$ cat src/hw/sector_protect_pkg.sv
// Constants, register map and types for the sector protection status block
package sector_protect_pkg;

   // ----------------------------------------------------------------
   // Bus geometry
   // ----------------------------------------------------------------
   localparam int ADDR_W = 8;
   localparam int DATA_W = 32;
   localparam int STRB_W = DATA_W / 8;

   // ----------------------------------------------------------------
   // Sector array
   // ----------------------------------------------------------------
   localparam int SECTOR_W = 8;
   localparam int NUM_SECTORS = 256;
   localparam logic LOCK_BIT_DEFAULT = 1'b1;
   localparam logic [SECTOR_W-1:0] SECTOR_RESET = 8'h00;

   // ----------------------------------------------------------------
   // Register byte offsets
   // ----------------------------------------------------------------
   localparam logic [ADDR_W-1:0] OFF_SECTOR_SEL = 8'h00;
   localparam logic [ADDR_W-1:0] OFF_COMMAND = 8'h04;
   localparam logic [ADDR_W-1:0] OFF_PERSIST_STATUS = 8'h08;
   localparam logic [ADDR_W-1:0] OFF_VOLATILE_STATUS = 8'h0c;

   // ----------------------------------------------------------------
   // Fields and values
   // ----------------------------------------------------------------
   localparam int CMD_RD_PERSIST_BIT = 0;
   localparam int CMD_RD_VOLATILE_BIT = 1;
   localparam int STATUS_W = 8;
   localparam int STATUS_LSB = 0;
   localparam logic [STATUS_W-1:0] STATUS_ALL_ONES = 8'hff;
   localparam logic [STATUS_W-1:0] STATUS_ALL_ZEROS = 8'h00;
   localparam logic [1:0] RESP_OKAY = 2'h0;
   localparam logic [1:0] RESP_SLVERR = 2'h2;
   localparam int KIND_PERSIST = 0;
   localparam int KIND_VOLATILE = 1;
   localparam int NUM_KINDS = 2;

   // ----------------------------------------------------------------
   // Register select, one-hot
   // ----------------------------------------------------------------
   typedef enum logic [4:0] {
      SEL_NONE     = 5'h01,
      SEL_SECTOR   = 5'h02,
      SEL_COMMAND  = 5'h04,
      SEL_PERSIST  = 5'h08,
      SEL_VOLATILE = 5'h10
   } reg_sel_t;

endpackage

$ cat src/hw/lock_bit_store.sv
// One bit per sector of lock state, with a write port and an immediate read port
`timescale 1ns/100ps
`default_nettype none
module lock_bit_store (
   // Clock, reset, enable
   input wire logic clk_sys,
   input wire logic rst,
   input wire logic ce,
   // Write port
   input wire logic wr_en,
   input wire logic [sector_protect_pkg::SECTOR_W-1:0] wr_sector,
   input wire logic wr_bit,
   // Read port
   input wire logic [sector_protect_pkg::SECTOR_W-1:0] rd_sector,
   output logic rd_bit
);

   logic [sector_protect_pkg::NUM_SECTORS-1:0] bits_q;

   // Every sector starts unprotected
   always_ff @(posedge clk_sys or posedge rst) begin
      if (rst) begin
         bits_q <= {sector_protect_pkg::NUM_SECTORS{sector_protect_pkg::LOCK_BIT_DEFAULT}};
      end else if (ce && wr_en) begin
         bits_q[wr_sector] <= wr_bit;
      end
   end

   // Read is combinational so a command latches the bit in one cycle
   assign rd_bit = bits_q[rd_sector];

endmodule
`default_nettype wire

$ cat src/hw/sector_protect_status_read.sv
// Per-sector protection status readback behind an AXI4-Lite slave
//
// Overview of operation
// - Persistent status byte follows lock bit of sector named by last persistent read.
// - Persistent status reads ff when that bit is one, 00 when zero.
// - Persistent status is eight bits, read/write, nonvolatile, defaults to all ones; here rst also sets every persistent lock bit back to one.
// - Volatile status byte follows lock bit of sector named by last volatile read.
// - Volatile status reads ff when that bit is one, 00 when zero.
// - Volatile status is eight bits, read/write, volatile, comes up all ones.
//
// The register offsets and the AXI4-Lite interface to the registers were chosen for this implementation.
`timescale 1ns/100ps
`default_nettype none
module sector_protect_status_read (
   // Clock, reset, enable
   input wire logic clk_sys,
   input wire logic rst,
   input wire logic ce,
   // AXI4-Lite write address
   input wire logic [sector_protect_pkg::ADDR_W-1:0] s_axi_awaddr,
   input wire logic s_axi_awvalid,
   output logic s_axi_awready,
   // AXI4-Lite write data
   input wire logic [sector_protect_pkg::DATA_W-1:0] s_axi_wdata,
   input wire logic [sector_protect_pkg::STRB_W-1:0] s_axi_wstrb,
   input wire logic s_axi_wvalid,
   output logic s_axi_wready,
   // AXI4-Lite write response
   output logic [1:0] s_axi_bresp,
   output logic s_axi_bvalid,
   input wire logic s_axi_bready,
   // AXI4-Lite read address
   input wire logic [sector_protect_pkg::ADDR_W-1:0] s_axi_araddr,
   input wire logic s_axi_arvalid,
   output logic s_axi_arready,
   // AXI4-Lite read data
   output logic [sector_protect_pkg::DATA_W-1:0] s_axi_rdata,
   output logic [1:0] s_axi_rresp,
   output logic s_axi_rvalid,
   input wire logic s_axi_rready
);

   // ----------------------------------------------------------------
   // Helpers
   // ----------------------------------------------------------------
   function automatic sector_protect_pkg::reg_sel_t decode_addr(
      input logic [sector_protect_pkg::ADDR_W-1:0] a
   );
      case (a)
         sector_protect_pkg::OFF_SECTOR_SEL: decode_addr = sector_protect_pkg::SEL_SECTOR;
         sector_protect_pkg::OFF_COMMAND: decode_addr = sector_protect_pkg::SEL_COMMAND;
         sector_protect_pkg::OFF_PERSIST_STATUS: decode_addr = sector_protect_pkg::SEL_PERSIST;
         sector_protect_pkg::OFF_VOLATILE_STATUS: decode_addr = sector_protect_pkg::SEL_VOLATILE;
         default: decode_addr = sector_protect_pkg::SEL_NONE;
      endcase
   endfunction

   // A single lock bit spreads over the whole byte
   function automatic logic [sector_protect_pkg::STATUS_W-1:0] fill_byte(input logic b);
      fill_byte = b ? sector_protect_pkg::STATUS_ALL_ONES : sector_protect_pkg::STATUS_ALL_ZEROS;
   endfunction

   // ----------------------------------------------------------------
   // Write channels
   // ----------------------------------------------------------------
   logic aw_full_q;
   logic w_full_q;
   logic [sector_protect_pkg::ADDR_W-1:0] aw_addr_q;
   logic [sector_protect_pkg::DATA_W-1:0] w_data_q;
   logic [sector_protect_pkg::STRB_W-1:0] w_strb_q;
   logic do_write;
   logic lane0;
   sector_protect_pkg::reg_sel_t wr_sel;

   assign do_write = aw_full_q && w_full_q && !s_axi_bvalid;
   assign wr_sel = decode_addr(aw_addr_q);
   assign lane0 = w_strb_q[0];

   // Address and data are taken in either order and held until the write is done
   always_ff @(posedge clk_sys or posedge rst) begin
      if (rst) begin
         aw_full_q <= 1'b0;
         w_full_q <= 1'b0;
         aw_addr_q <= '0;
         w_data_q <= '0;
         w_strb_q <= '0;
         s_axi_awready <= 1'b1;
         s_axi_wready <= 1'b1;
         s_axi_bvalid <= 1'b0;
         s_axi_bresp <= sector_protect_pkg::RESP_OKAY;
      end else if (ce) begin
         if (s_axi_awvalid && s_axi_awready) begin
            aw_full_q <= 1'b1;
            aw_addr_q <= s_axi_awaddr;
            s_axi_awready <= 1'b0;
         end
         if (s_axi_wvalid && s_axi_wready) begin
            w_full_q <= 1'b1;
            w_data_q <= s_axi_wdata;
            w_strb_q <= s_axi_wstrb;
            s_axi_wready <= 1'b0;
         end
         if (do_write) begin
            aw_full_q <= 1'b0;
            w_full_q <= 1'b0;
            s_axi_bvalid <= 1'b1;
            s_axi_bresp <= (wr_sel == sector_protect_pkg::SEL_NONE) ?
                           sector_protect_pkg::RESP_SLVERR : sector_protect_pkg::RESP_OKAY;
         end
         // Channels reopen only after the response, so one write at a time
         if (s_axi_bvalid && s_axi_bready) begin
            s_axi_bvalid <= 1'b0;
            s_axi_awready <= 1'b1;
            s_axi_wready <= 1'b1;
         end
      end
   end

   // ----------------------------------------------------------------
   // Sector select
   // ----------------------------------------------------------------
   logic [sector_protect_pkg::SECTOR_W-1:0] sector_sel_q;

   always_ff @(posedge clk_sys or posedge rst) begin
      if (rst) begin
         sector_sel_q <= sector_protect_pkg::SECTOR_RESET;
      end else if (ce && do_write && lane0 && wr_sel == sector_protect_pkg::SEL_SECTOR) begin
         sector_sel_q <= w_data_q[sector_protect_pkg::SECTOR_W-1:0];
      end
   end

   // ----------------------------------------------------------------
   // Lock bit stores and status bytes, one per kind
   // ----------------------------------------------------------------
   logic [sector_protect_pkg::NUM_KINDS-1:0] rd_cmd;
   logic [sector_protect_pkg::NUM_KINDS-1:0] wr_status;
   logic [sector_protect_pkg::NUM_KINDS-1:0] rd_bit;
   logic [sector_protect_pkg::STATUS_W-1:0] status_q [sector_protect_pkg::NUM_KINDS];

   genvar k;
   generate
      for (k = 0; k < sector_protect_pkg::NUM_KINDS; k++) begin : g_kind
         localparam int CMD_BIT = (k == sector_protect_pkg::KIND_PERSIST) ?
                                  sector_protect_pkg::CMD_RD_PERSIST_BIT :
                                  sector_protect_pkg::CMD_RD_VOLATILE_BIT;
         localparam sector_protect_pkg::reg_sel_t STATUS_SEL =
            (k == sector_protect_pkg::KIND_PERSIST) ?
            sector_protect_pkg::SEL_PERSIST : sector_protect_pkg::SEL_VOLATILE;

         assign rd_cmd[k] = do_write && lane0 && wr_sel == sector_protect_pkg::SEL_COMMAND
                            && w_data_q[CMD_BIT];
         assign wr_status[k] = do_write && lane0 && wr_sel == STATUS_SEL;

         // Writing the status byte programs the selected sector's lock bit
         lock_bit_store u_store (
            .clk_sys(clk_sys),
            .rst(rst),
            .ce(ce),
            .wr_en(wr_status[k]),
            .wr_sector(sector_sel_q),
            .wr_bit(w_data_q[sector_protect_pkg::STATUS_LSB]),
            .rd_sector(sector_sel_q),
            .rd_bit(rd_bit[k])
         );

         // A read command samples the selected sector's bit
         always_ff @(posedge clk_sys or posedge rst) begin
            if (rst) begin
               status_q[k] <= sector_protect_pkg::STATUS_ALL_ONES;
            end else if (ce) begin
               if (wr_status[k]) begin
                  status_q[k] <= fill_byte(w_data_q[sector_protect_pkg::STATUS_LSB]);
               end else if (rd_cmd[k]) begin
                  status_q[k] <= fill_byte(rd_bit[k]);
               end
            end
         end
      end
   endgenerate

   // ----------------------------------------------------------------
   // Read channel
   // ----------------------------------------------------------------
   sector_protect_pkg::reg_sel_t rd_sel;
   logic [sector_protect_pkg::DATA_W-1:0] rd_word;

   assign rd_sel = decode_addr(s_axi_araddr);

   always_comb begin
      rd_word = '0;
      case (rd_sel)
         sector_protect_pkg::SEL_SECTOR: rd_word[sector_protect_pkg::SECTOR_W-1:0] = sector_sel_q;
         sector_protect_pkg::SEL_PERSIST: begin
            rd_word[sector_protect_pkg::STATUS_W-1:0] = status_q[sector_protect_pkg::KIND_PERSIST];
         end
         sector_protect_pkg::SEL_VOLATILE: begin
            rd_word[sector_protect_pkg::STATUS_W-1:0] = status_q[sector_protect_pkg::KIND_VOLATILE];
         end
         default: rd_word = '0;
      endcase
   end

   // The command register reads as zero; it only triggers sampling
   always_ff @(posedge clk_sys or posedge rst) begin
      if (rst) begin
         s_axi_arready <= 1'b1;
         s_axi_rvalid <= 1'b0;
         s_axi_rdata <= '0;
         s_axi_rresp <= sector_protect_pkg::RESP_OKAY;
      end else if (ce) begin
         if (s_axi_arvalid && s_axi_arready) begin
            s_axi_arready <= 1'b0;
            s_axi_rvalid <= 1'b1;
            s_axi_rdata <= rd_word;
            s_axi_rresp <= (rd_sel == sector_protect_pkg::SEL_NONE) ?
                           sector_protect_pkg::RESP_SLVERR : sector_protect_pkg::RESP_OKAY;
         end else if (s_axi_rvalid && s_axi_rready) begin
            s_axi_rvalid <= 1'b0;
            s_axi_arready <= 1'b1;
         end
      end
   end

   // ----------------------------------------------------------------
   // Assertions
   // ----------------------------------------------------------------
   logic [sector_protect_pkg::NUM_KINDS-1:0] touched_q;
   logic [sector_protect_pkg::STATUS_W-1:0] persist_b;
   logic [sector_protect_pkg::STATUS_W-1:0] volatile_b;

   assign persist_b = status_q[sector_protect_pkg::KIND_PERSIST];
   assign volatile_b = status_q[sector_protect_pkg::KIND_VOLATILE];

   always_ff @(posedge clk_sys or posedge rst) begin
      if (rst) begin
         touched_q <= '0;
      end else if (ce) begin
         touched_q <= touched_q | rd_cmd | wr_status;
      end
   end

   property p_persist_holds;
      @(posedge clk_sys) disable iff (rst)
      !(ce && (rd_cmd[0] || wr_status[0])) |=> $stable(persist_b);
   endproperty
   a_persist_holds: assert property (p_persist_holds) else $error("persist status moved");

   property p_persist_value;
      @(posedge clk_sys) disable iff (rst)
      (ce && rd_cmd[0] && !wr_status[0]) |=> (persist_b == 8'hff) == $past(rd_bit[0]);
   endproperty
   a_persist_value: assert property (p_persist_value) else $error("persist value wrong");

   property p_persist_default;
      @(posedge clk_sys) disable iff (rst)
      !touched_q[0] |-> persist_b == 8'hff;
   endproperty
   a_persist_default: assert property (p_persist_default) else $error("persist default");

   // The stored lock bit and the byte both follow a status write at once
   property p_persist_write_back;
      @(posedge clk_sys) disable iff (rst)
      (ce && wr_status[sector_protect_pkg::KIND_PERSIST])
      |=> (rd_bit[sector_protect_pkg::KIND_PERSIST] ==
           $past(w_data_q[sector_protect_pkg::STATUS_LSB]))
          && (persist_b == fill_byte($past(w_data_q[sector_protect_pkg::STATUS_LSB])));
   endproperty
   a_persist_write_back: assert property (p_persist_write_back) else $error("persist rw");

   property p_volatile_holds;
      @(posedge clk_sys) disable iff (rst)
      !(ce && (rd_cmd[1] || wr_status[1])) |=> $stable(volatile_b);
   endproperty
   a_volatile_holds: assert property (p_volatile_holds) else $error("volatile moved");

   property p_volatile_value;
      @(posedge clk_sys) disable iff (rst)
      (ce && rd_cmd[1] && !wr_status[1]) |=> (volatile_b == 8'h00) == !$past(rd_bit[1]);
   endproperty
   a_volatile_value: assert property (p_volatile_value) else $error("volatile value");

   property p_volatile_default;
      @(posedge clk_sys) disable iff (rst)
      !touched_q[1] |-> volatile_b == 8'hff;
   endproperty
   a_volatile_default: assert property (p_volatile_default) else $error("volatile default");

   property p_uniform_bytes;
      @(posedge clk_sys) disable iff (rst)
      (persist_b == 8'hff || persist_b == 8'h00) && (volatile_b == 8'hff || volatile_b == 8'h00);
   endproperty
   a_uniform_bytes: assert property (p_uniform_bytes) else $error("mixed status bits");

   property p_cover_locked;
      @(posedge clk_sys) disable iff (rst)
      (ce && rd_cmd[0]) ##1 persist_b == 8'h00;
   endproperty
   c_cover_locked: cover property (p_cover_locked);

   property p_cover_volatile_write;
      @(posedge clk_sys) disable iff (rst)
      (ce && wr_status[1]) ##1 volatile_b == 8'h00;
   endproperty
   c_cover_volatile_write: cover property (p_cover_volatile_write);

   property p_cover_slverr;
      @(posedge clk_sys) disable iff (rst)
      s_axi_bvalid && s_axi_bresp == sector_protect_pkg::RESP_SLVERR;
   endproperty
   c_cover_slverr: cover property (p_cover_slverr);

endmodule
`default_nettype wire

$ cat config.mk
export PLATFORM = sky130hd
export DESIGN_NAME = sector_protect_status_read
export DESIGN_NICKNAME = d
export VERILOG_FILES = /design/src/hw/sector_protect_pkg.sv /design/src/hw/lock_bit_store.sv /design/src/hw/sector_protect_status_read.sv
export SDC_FILE = /design/constraint.sdc
export NUM_CORES = 1
export LEC_CHECK = 0
export BUFFER_PORTS_ARGS = -buffer_cell sky130_fd_sc_hd__buf_4
export CORE_ASPECT_RATIO = 0.8
export CORE_MARGIN = 1.5
export CORE_UTILIZATION = 63
export DETAILED_ROUTE_END_ITERATION = 8
export PLACE_DENSITY = 0.81
export SYNTH_ARGS = -nofsm -noshare
export SYNTH_HDL_FRONTEND = slang
export SYNTH_SLANG_ARGS = --single-unit
$ cat constraint.sdc
create_clock -name clk_sys -period 20.2 [get_ports clk_sys]
set_input_delay 3.03 -clock clk_sys [delete_from_list [all_inputs] [get_ports clk_sys]]
set_output_delay 3.03 -clock clk_sys [all_outputs]
set_load 0.02 [all_outputs]
# [After elaboration in Yosys (flattened, before gate mapping)]
# Index checks and enable logic that the tools add are counted.
[op_classes] order_cmp=2 reduce_logical=42 eq_ne=15 add_sub_neg=0 n_mux=34 multipliers=0 div=0 shifts=0 bitwise=0
[ops] operator="bitwise mux 256 bit" count=2
[ops] operator="two-way mux 8 bit" count=7
[ops] operator="one-hot mux 5 bit (4 select lines)" count=2
[ops] operator="equality test 8 x 4 -> 1 bit, second input constant" count=4
[ops] operator="one-hot mux 8 bit (3 select lines)" count=1
[ops] operator="AND reduction 2 bit" count=12
[ops] operator="logical AND 1 bit" count=19
[ops] operator="two-way mux 1 bit" count=17
[ops] operator="binary-select mux 1 bit (select 8 bit)" count=2
[ops] operator="equality test 8 x 3 -> 1 bit, second input constant" count=2
[ops] operator="zero test 8 bit" count=2
[ops] operator="nonzero test 2 bit" count=8
[ops] operator="equality test 5 x 1 -> 1 bit, second input constant" count=2
[ops] operator="equality test 5 x 2 -> 1 bit, second input constant" count=2
[ops] operator="equality test 5 x 4 -> 1 bit, second input constant" count=2
[ops] operator="equality test 5 bit, second input constant" count=2
[ops] operator="less-than comparator 8 x 9 -> 1 bit, second input constant" count=1
[ops] operator="demux 1 bit (select 8 bit)" count=1
[ops] operator=">= comparator 8 x 1 -> 1 bit, second input constant" count=1
[ops] operator="equality test 5 x 3 -> 1 bit, second input constant" count=1
[ops] operator="two-way mux 2 bit" count=2
[ops] operator="zero test 1 bit" count=1
[totals] out_inout_bits=41 ramBits=0 elab_cells=111 memories=0 latchBits=0 rom_bits=0 in_bits=60 reg_bits=572

# [Depth between registers and ports, before layout]
[logic_depth] word_depth=7 ltp_mapped=12 ltp_nobuf=7

# [Modules after synthesis]
# Synthesis repeated with hierarchy kept, for this count alone.
[unflattened] cells_unflattened=2411 hier_area_um2=28890.2
[by_module_without_submodules] mod="lock_bit_store" instances=2 cells_per_inst=1116 area_per_inst_um2=13407.9 seq_area_each_um2=6726.5
[by_module_without_submodules] mod="sector_protect_status_read" instances=1 cells_per_inst=179 area_per_inst_um2=2074.5 seq_area_each_um2=1107.3

# [Worst setup path after synthesis]
# OpenSTA, ideal clock, no wires.
[synth_path] path_kind="input -> register" start="input port ce" end="register g_kind[0].u_store.bits_q[225] (netlist bit)" setup_slack_ns=15.425 t_required_ns=20.115 n_path_buf=2 setup_ns=0.085 arrival_time_ns=4.690 path_stages=8 path_cell_list="nand4b_1 nor4_4 nand3b_2 buf_6 nor3_4 buf_4 nand2_1 mux2_1"
[synth_via] elab_chain_cells=1
[synth_lines] element="start: declaration" line="sector_protect_status_read.sv:18" text="input wire logic ce,"
[synth_lines] element="logical AND 1 bit" line="lock_bit_store.sv:24" text="end else if (ce && wr_en) begin"
[synth_lines] element="end signal: assignment" line="lock_bit_store.sv:23" text="bits_q <= {sector_protect_pkg::NUM_SECTORS{sector_protect_pkg::LOCK_BIT_DEFAULT}};"
[synth_lines] element="end signal: indexed assignment" line="lock_bit_store.sv:25" text="bits_q[wr_sector] <= wr_bit;"
[synth_lines] element="end: declaration" line="lock_bit_store.sv:18" text="logic [sector_protect_pkg::NUM_SECTORS-1:0] bits_q;"
# No other way between the ends.
# A chain may end at the register's enable or synchronous reset.

==> run_results.csv <==
group,metric,value,unit
sta,min_period_over_period,28.6,%
min_path,hold_start,"g_kind[1].u_store.bits_q[106]",
yosys,synth-xor-area-share,0.0306,%
power_and_ir_drop,powerDensity,88.8,nW/µm²
placed_design,portBuffers,47,
drt,routed_via_density,6.95,
clock_tree,cts_setup_buffers,0,
yosys,yosysMostFrequentCell,"nand2_1",
sta,fmax,0.173,GHz
setup_path,r2r-end,"persist_b[6]",
yosys,synth_area_leaders,"dfstp_2, mux4_2, nand2_1, o21ai_0, nand3_1",
clock_tree,cts.reportedPaths.clkPinSlew,0.06,ns
power_and_ir_drop,power_switching,0.900,mW
floorplanning,die-width,241,µm
floorplanning,start_util,64.2,%
floorplanning,io_pins,101,
final_layout,multi_input_area,13000,µm²
global_route,grt_use_total,37.4,%
yosys,yosys.area.top_type,"dfstp_2",
setup_path,startpoint,"rst",
outcome,status,"complete, but fails checks",
yosys,yosys.area.top_type_share,47.4,%
floorplanning,die_y,194,µm
clock_tree,cts.sinks,556,
sta,rsz0062_at_grt,"no",
sta,fin_crit,5.77,ns
clock_tree,cts_tree,"yes",
drt,dr.pass1.iters,7,
global_route,antenna_found_initial,3,
final_layout,area_growth,7.72,%
yosys,synth_edf_count,0,
yosys,synth_simple_gate_area_share,16.5,%
setup_path,path_max_fanout,101,
power_and_ir_drop,power_frac_clock,37.3,%
drt,drt_iter0_drc,3335,
clock_tree,cts-buffers-inserted,53,
min_path,whs_path_depth,2,
power_and_ir_drop,ir_worst_vdd,0.111,mV
min_path,hp-class,"register to register",
setup_path,r2r_cells,9,
clock_tree,cts_resized,0,
placed_design,place.detailed.hpwl,49.0,mm
yosys,synth_area_per_cell,10.6,µm²
min_path,hold_path_end,"g_kind[1].u_store.bits_q[106]",
sta,tightest_slew,1.51,ns
floorplanning,coreArea,44600,µm²
floorplanning,num_rows,69,
yosys,synthesis.area,28700,µm²
yosys,ys_types,61,
sta,setup_tns,0,ns
setup_path,r2r_start,"sector_sel_q[1]",
power_and_ir_drop,combPwrFrac,19.0,%
yosys,ys_seq_area_share,50.8,%
yosys,syn_inst,2700,
yosys,netlist_top_cells_count,"nand2_1, dfstp_2, o21ai_0",
placed_design,place_congestion,0.895,
sta,fin_skew,0.0202,ns
setup_path,path_class,"primary input to asynchronous set/reset pin",
sta,slew_violations,2,
yosys,ys_dominant_reg_cell,"dfstp_2",
setup_path,required,20.81,ns
placed_design,dp_cells,3157,
drt,drt-total-wl,86.2,mm
sta,setup_viol_count_final,0,
yosys,yosys_warnings,0,
final_layout,seq_area,14600,µm²
clock_tree,clockRootBuffer,"clkbuf_16",
drt,avgRoutedWirePerCell,26.5,µm
setup_path,worstPathArrival,6.38,ns
setup_path,ff2ff_setup_slack,15.12,ns
yosys,ys_seq_elements,556,
power_and_ir_drop,p_leak,12.6,nW
clock_tree,clk-insertion-delay-late,0.61,ns
setup_path,crit_path_end_kind,"asynchronous set/reset pin",
yosys,synth_compound_gate_area_share,8.16,%
clock_tree,htree_levels,2,
global_route,grt_pass1_vias,22719,
global_route,grt_pass1_wl,133,mm
final_layout,drive_gt1_share,37.1,%
power_and_ir_drop,swShare,32.8,%
yosys,postSynth.asyncResetShare,100,%
flow_run,maxCapViolCount,1,
yosys,synth_top_family_by_area,"multiplexers",
floorplanning,die_area,46800,µm²
global_route,grt_max_degree,240,
final_layout,finalNonFillerCells,3250,
power_and_ir_drop,internal-power,1.84,mW
final_layout,fin_nets,2669,
drt,via_count,22591,
sta,hold_viol,0,
yosys,synth_mux_area_share,19.9,%
setup_path,start_kind,"primary input",
drt,ant_nets,0,
yosys,synth_fa_ha_area_share,0,%
drt,drcViolationCount,0,
clock_tree,cts_hold_buffers,0,
clock_tree,clockBufferDepth,3,
sta,slew_headroom,-1.63,%
final_layout,fillCellCount,3151,
global_route,grt_overflow,0,
outcome,violations,"capacitance limit, slew limit",
power_and_ir_drop,power_frac_seq,43.8,%
==> worst max-delay path, cell delays in order <==
cell   delay, ns
buf_4       0.13
inv_8       0.44
buf_4       0.81
buf_4       0.90
buf_4       0.84
==> state kept, by name, indices dropped and copies added (netlist names) <==
register,cells
aw_addr_q,8
aw_full_q,1
g_kind.u_store.bits_q,512
persist_b,1
s_axi_arready,1
s_axi_awready,1
s_axi_bresp,1
s_axi_bvalid,1
s_axi_rdata,8
s_axi_rresp,1
s_axi_rvalid,1
s_axi_wready,1
sector_sel_q,8
volatile_b,1
w_data_q,8
w_full_q,1
w_strb_q,1
==> power groups by stage <==
stage / sequential [mW] / clock (mW) / combinational, mW
after floorplan: 1.17 / 0 / 0.351
after CTS: 1.20 / 1.02 / 0.492
after global routing: 1.20 / 1.07 / 0.530
after global placement: 1.21 / 0 / 0.479
final: 1.20 / 1.02 / 0.520
after detailed placement: 1.21 / 0 / 0.490
==> layout make-up <==
type	instances	share of cell area (%)
Sequential cell	556	47.2
Multi-Input combinational cell	1892	42.1
Clock buffer	77	5.05
Tap cell	603	2.44
Timing Repair Buffer	95	2.39
Clock inverter	15	0.604
Inverter	11	0.158
Antenna cell	1	0.00811
==> through the flow <==
step / worst slack (ns) / total power [mW] / hold slack (ns) / area (µm²) / utilization, %
after detailed placement: 13.73 / 1.70 / 0.464 / 29100 / 65.3
after floorplan: 2.48 / 1.53 / 0.444 / 28800 / -
after global placement: 13.87 / 1.69 / 0.458 / 29100 / 65.3
after global routing: 13.94 / 2.80 / 0.483 / 30900 / 69.2
final: 14.43 / 2.74 / 0.472 / 30900 / 69.2
after CTS: 14.35 / 2.71 / 0.473 / 30900 / 69.2
==> placed cells by master, fill, tap and decap left out, types with 13 or more instances in the layout <==
cell,n
a21oi_1,23
nor3_4,13
mux2i_1,58
dfrtp_1,36
nor3_2,21
mux4_2,109
mux2_2,115
mux2_1,123
conb_1,26
nor2_1,32
nand2_1,585
clkbuf_16,54
o21ai_0,325
nand3_1,322
dfstp_2,517
buf_4,93
a22oi_1,20
==> layer usage <==
metal	global-route usage, %	part of all wire [%]	vias up	wire [µm]
met5	0	0.031	-	27
met4	18.7	5.9	4	5090
met3	14.1	14	398	12500
met2	52.8	43	1636	37000
met1	50.5	37	11274	31600
li1	-	-	9279	-
==> logic make-up (layout without fill, tap and decap cells) <==
kind of cell | after synthesis | in the layout
multiplexers | 405 | 405
AND/OR/NAND/NOR | 1036 | 1036
XOR/XNOR | 1 | 1
AO/OA/AOI/OAI | 424 | 424
other | 1 | 27
flip-flops | 556 | 556
buffers and inverters | 277 | 198
==> how the worst max path moves through the flow <==
stage,end,slack [ns],cells past startpoint
final,w_data_q[2],14.43,5
after global placement,w_data_q[2],13.87,5
after floorplan,aw_addr_q[0],2.48,1
after detailed placement,w_data_q[2],13.73,5
after CTS,w_data_q[2],14.35,5
after global routing,w_data_q[2],13.94,5
Power figures use the tool's default switching activity.
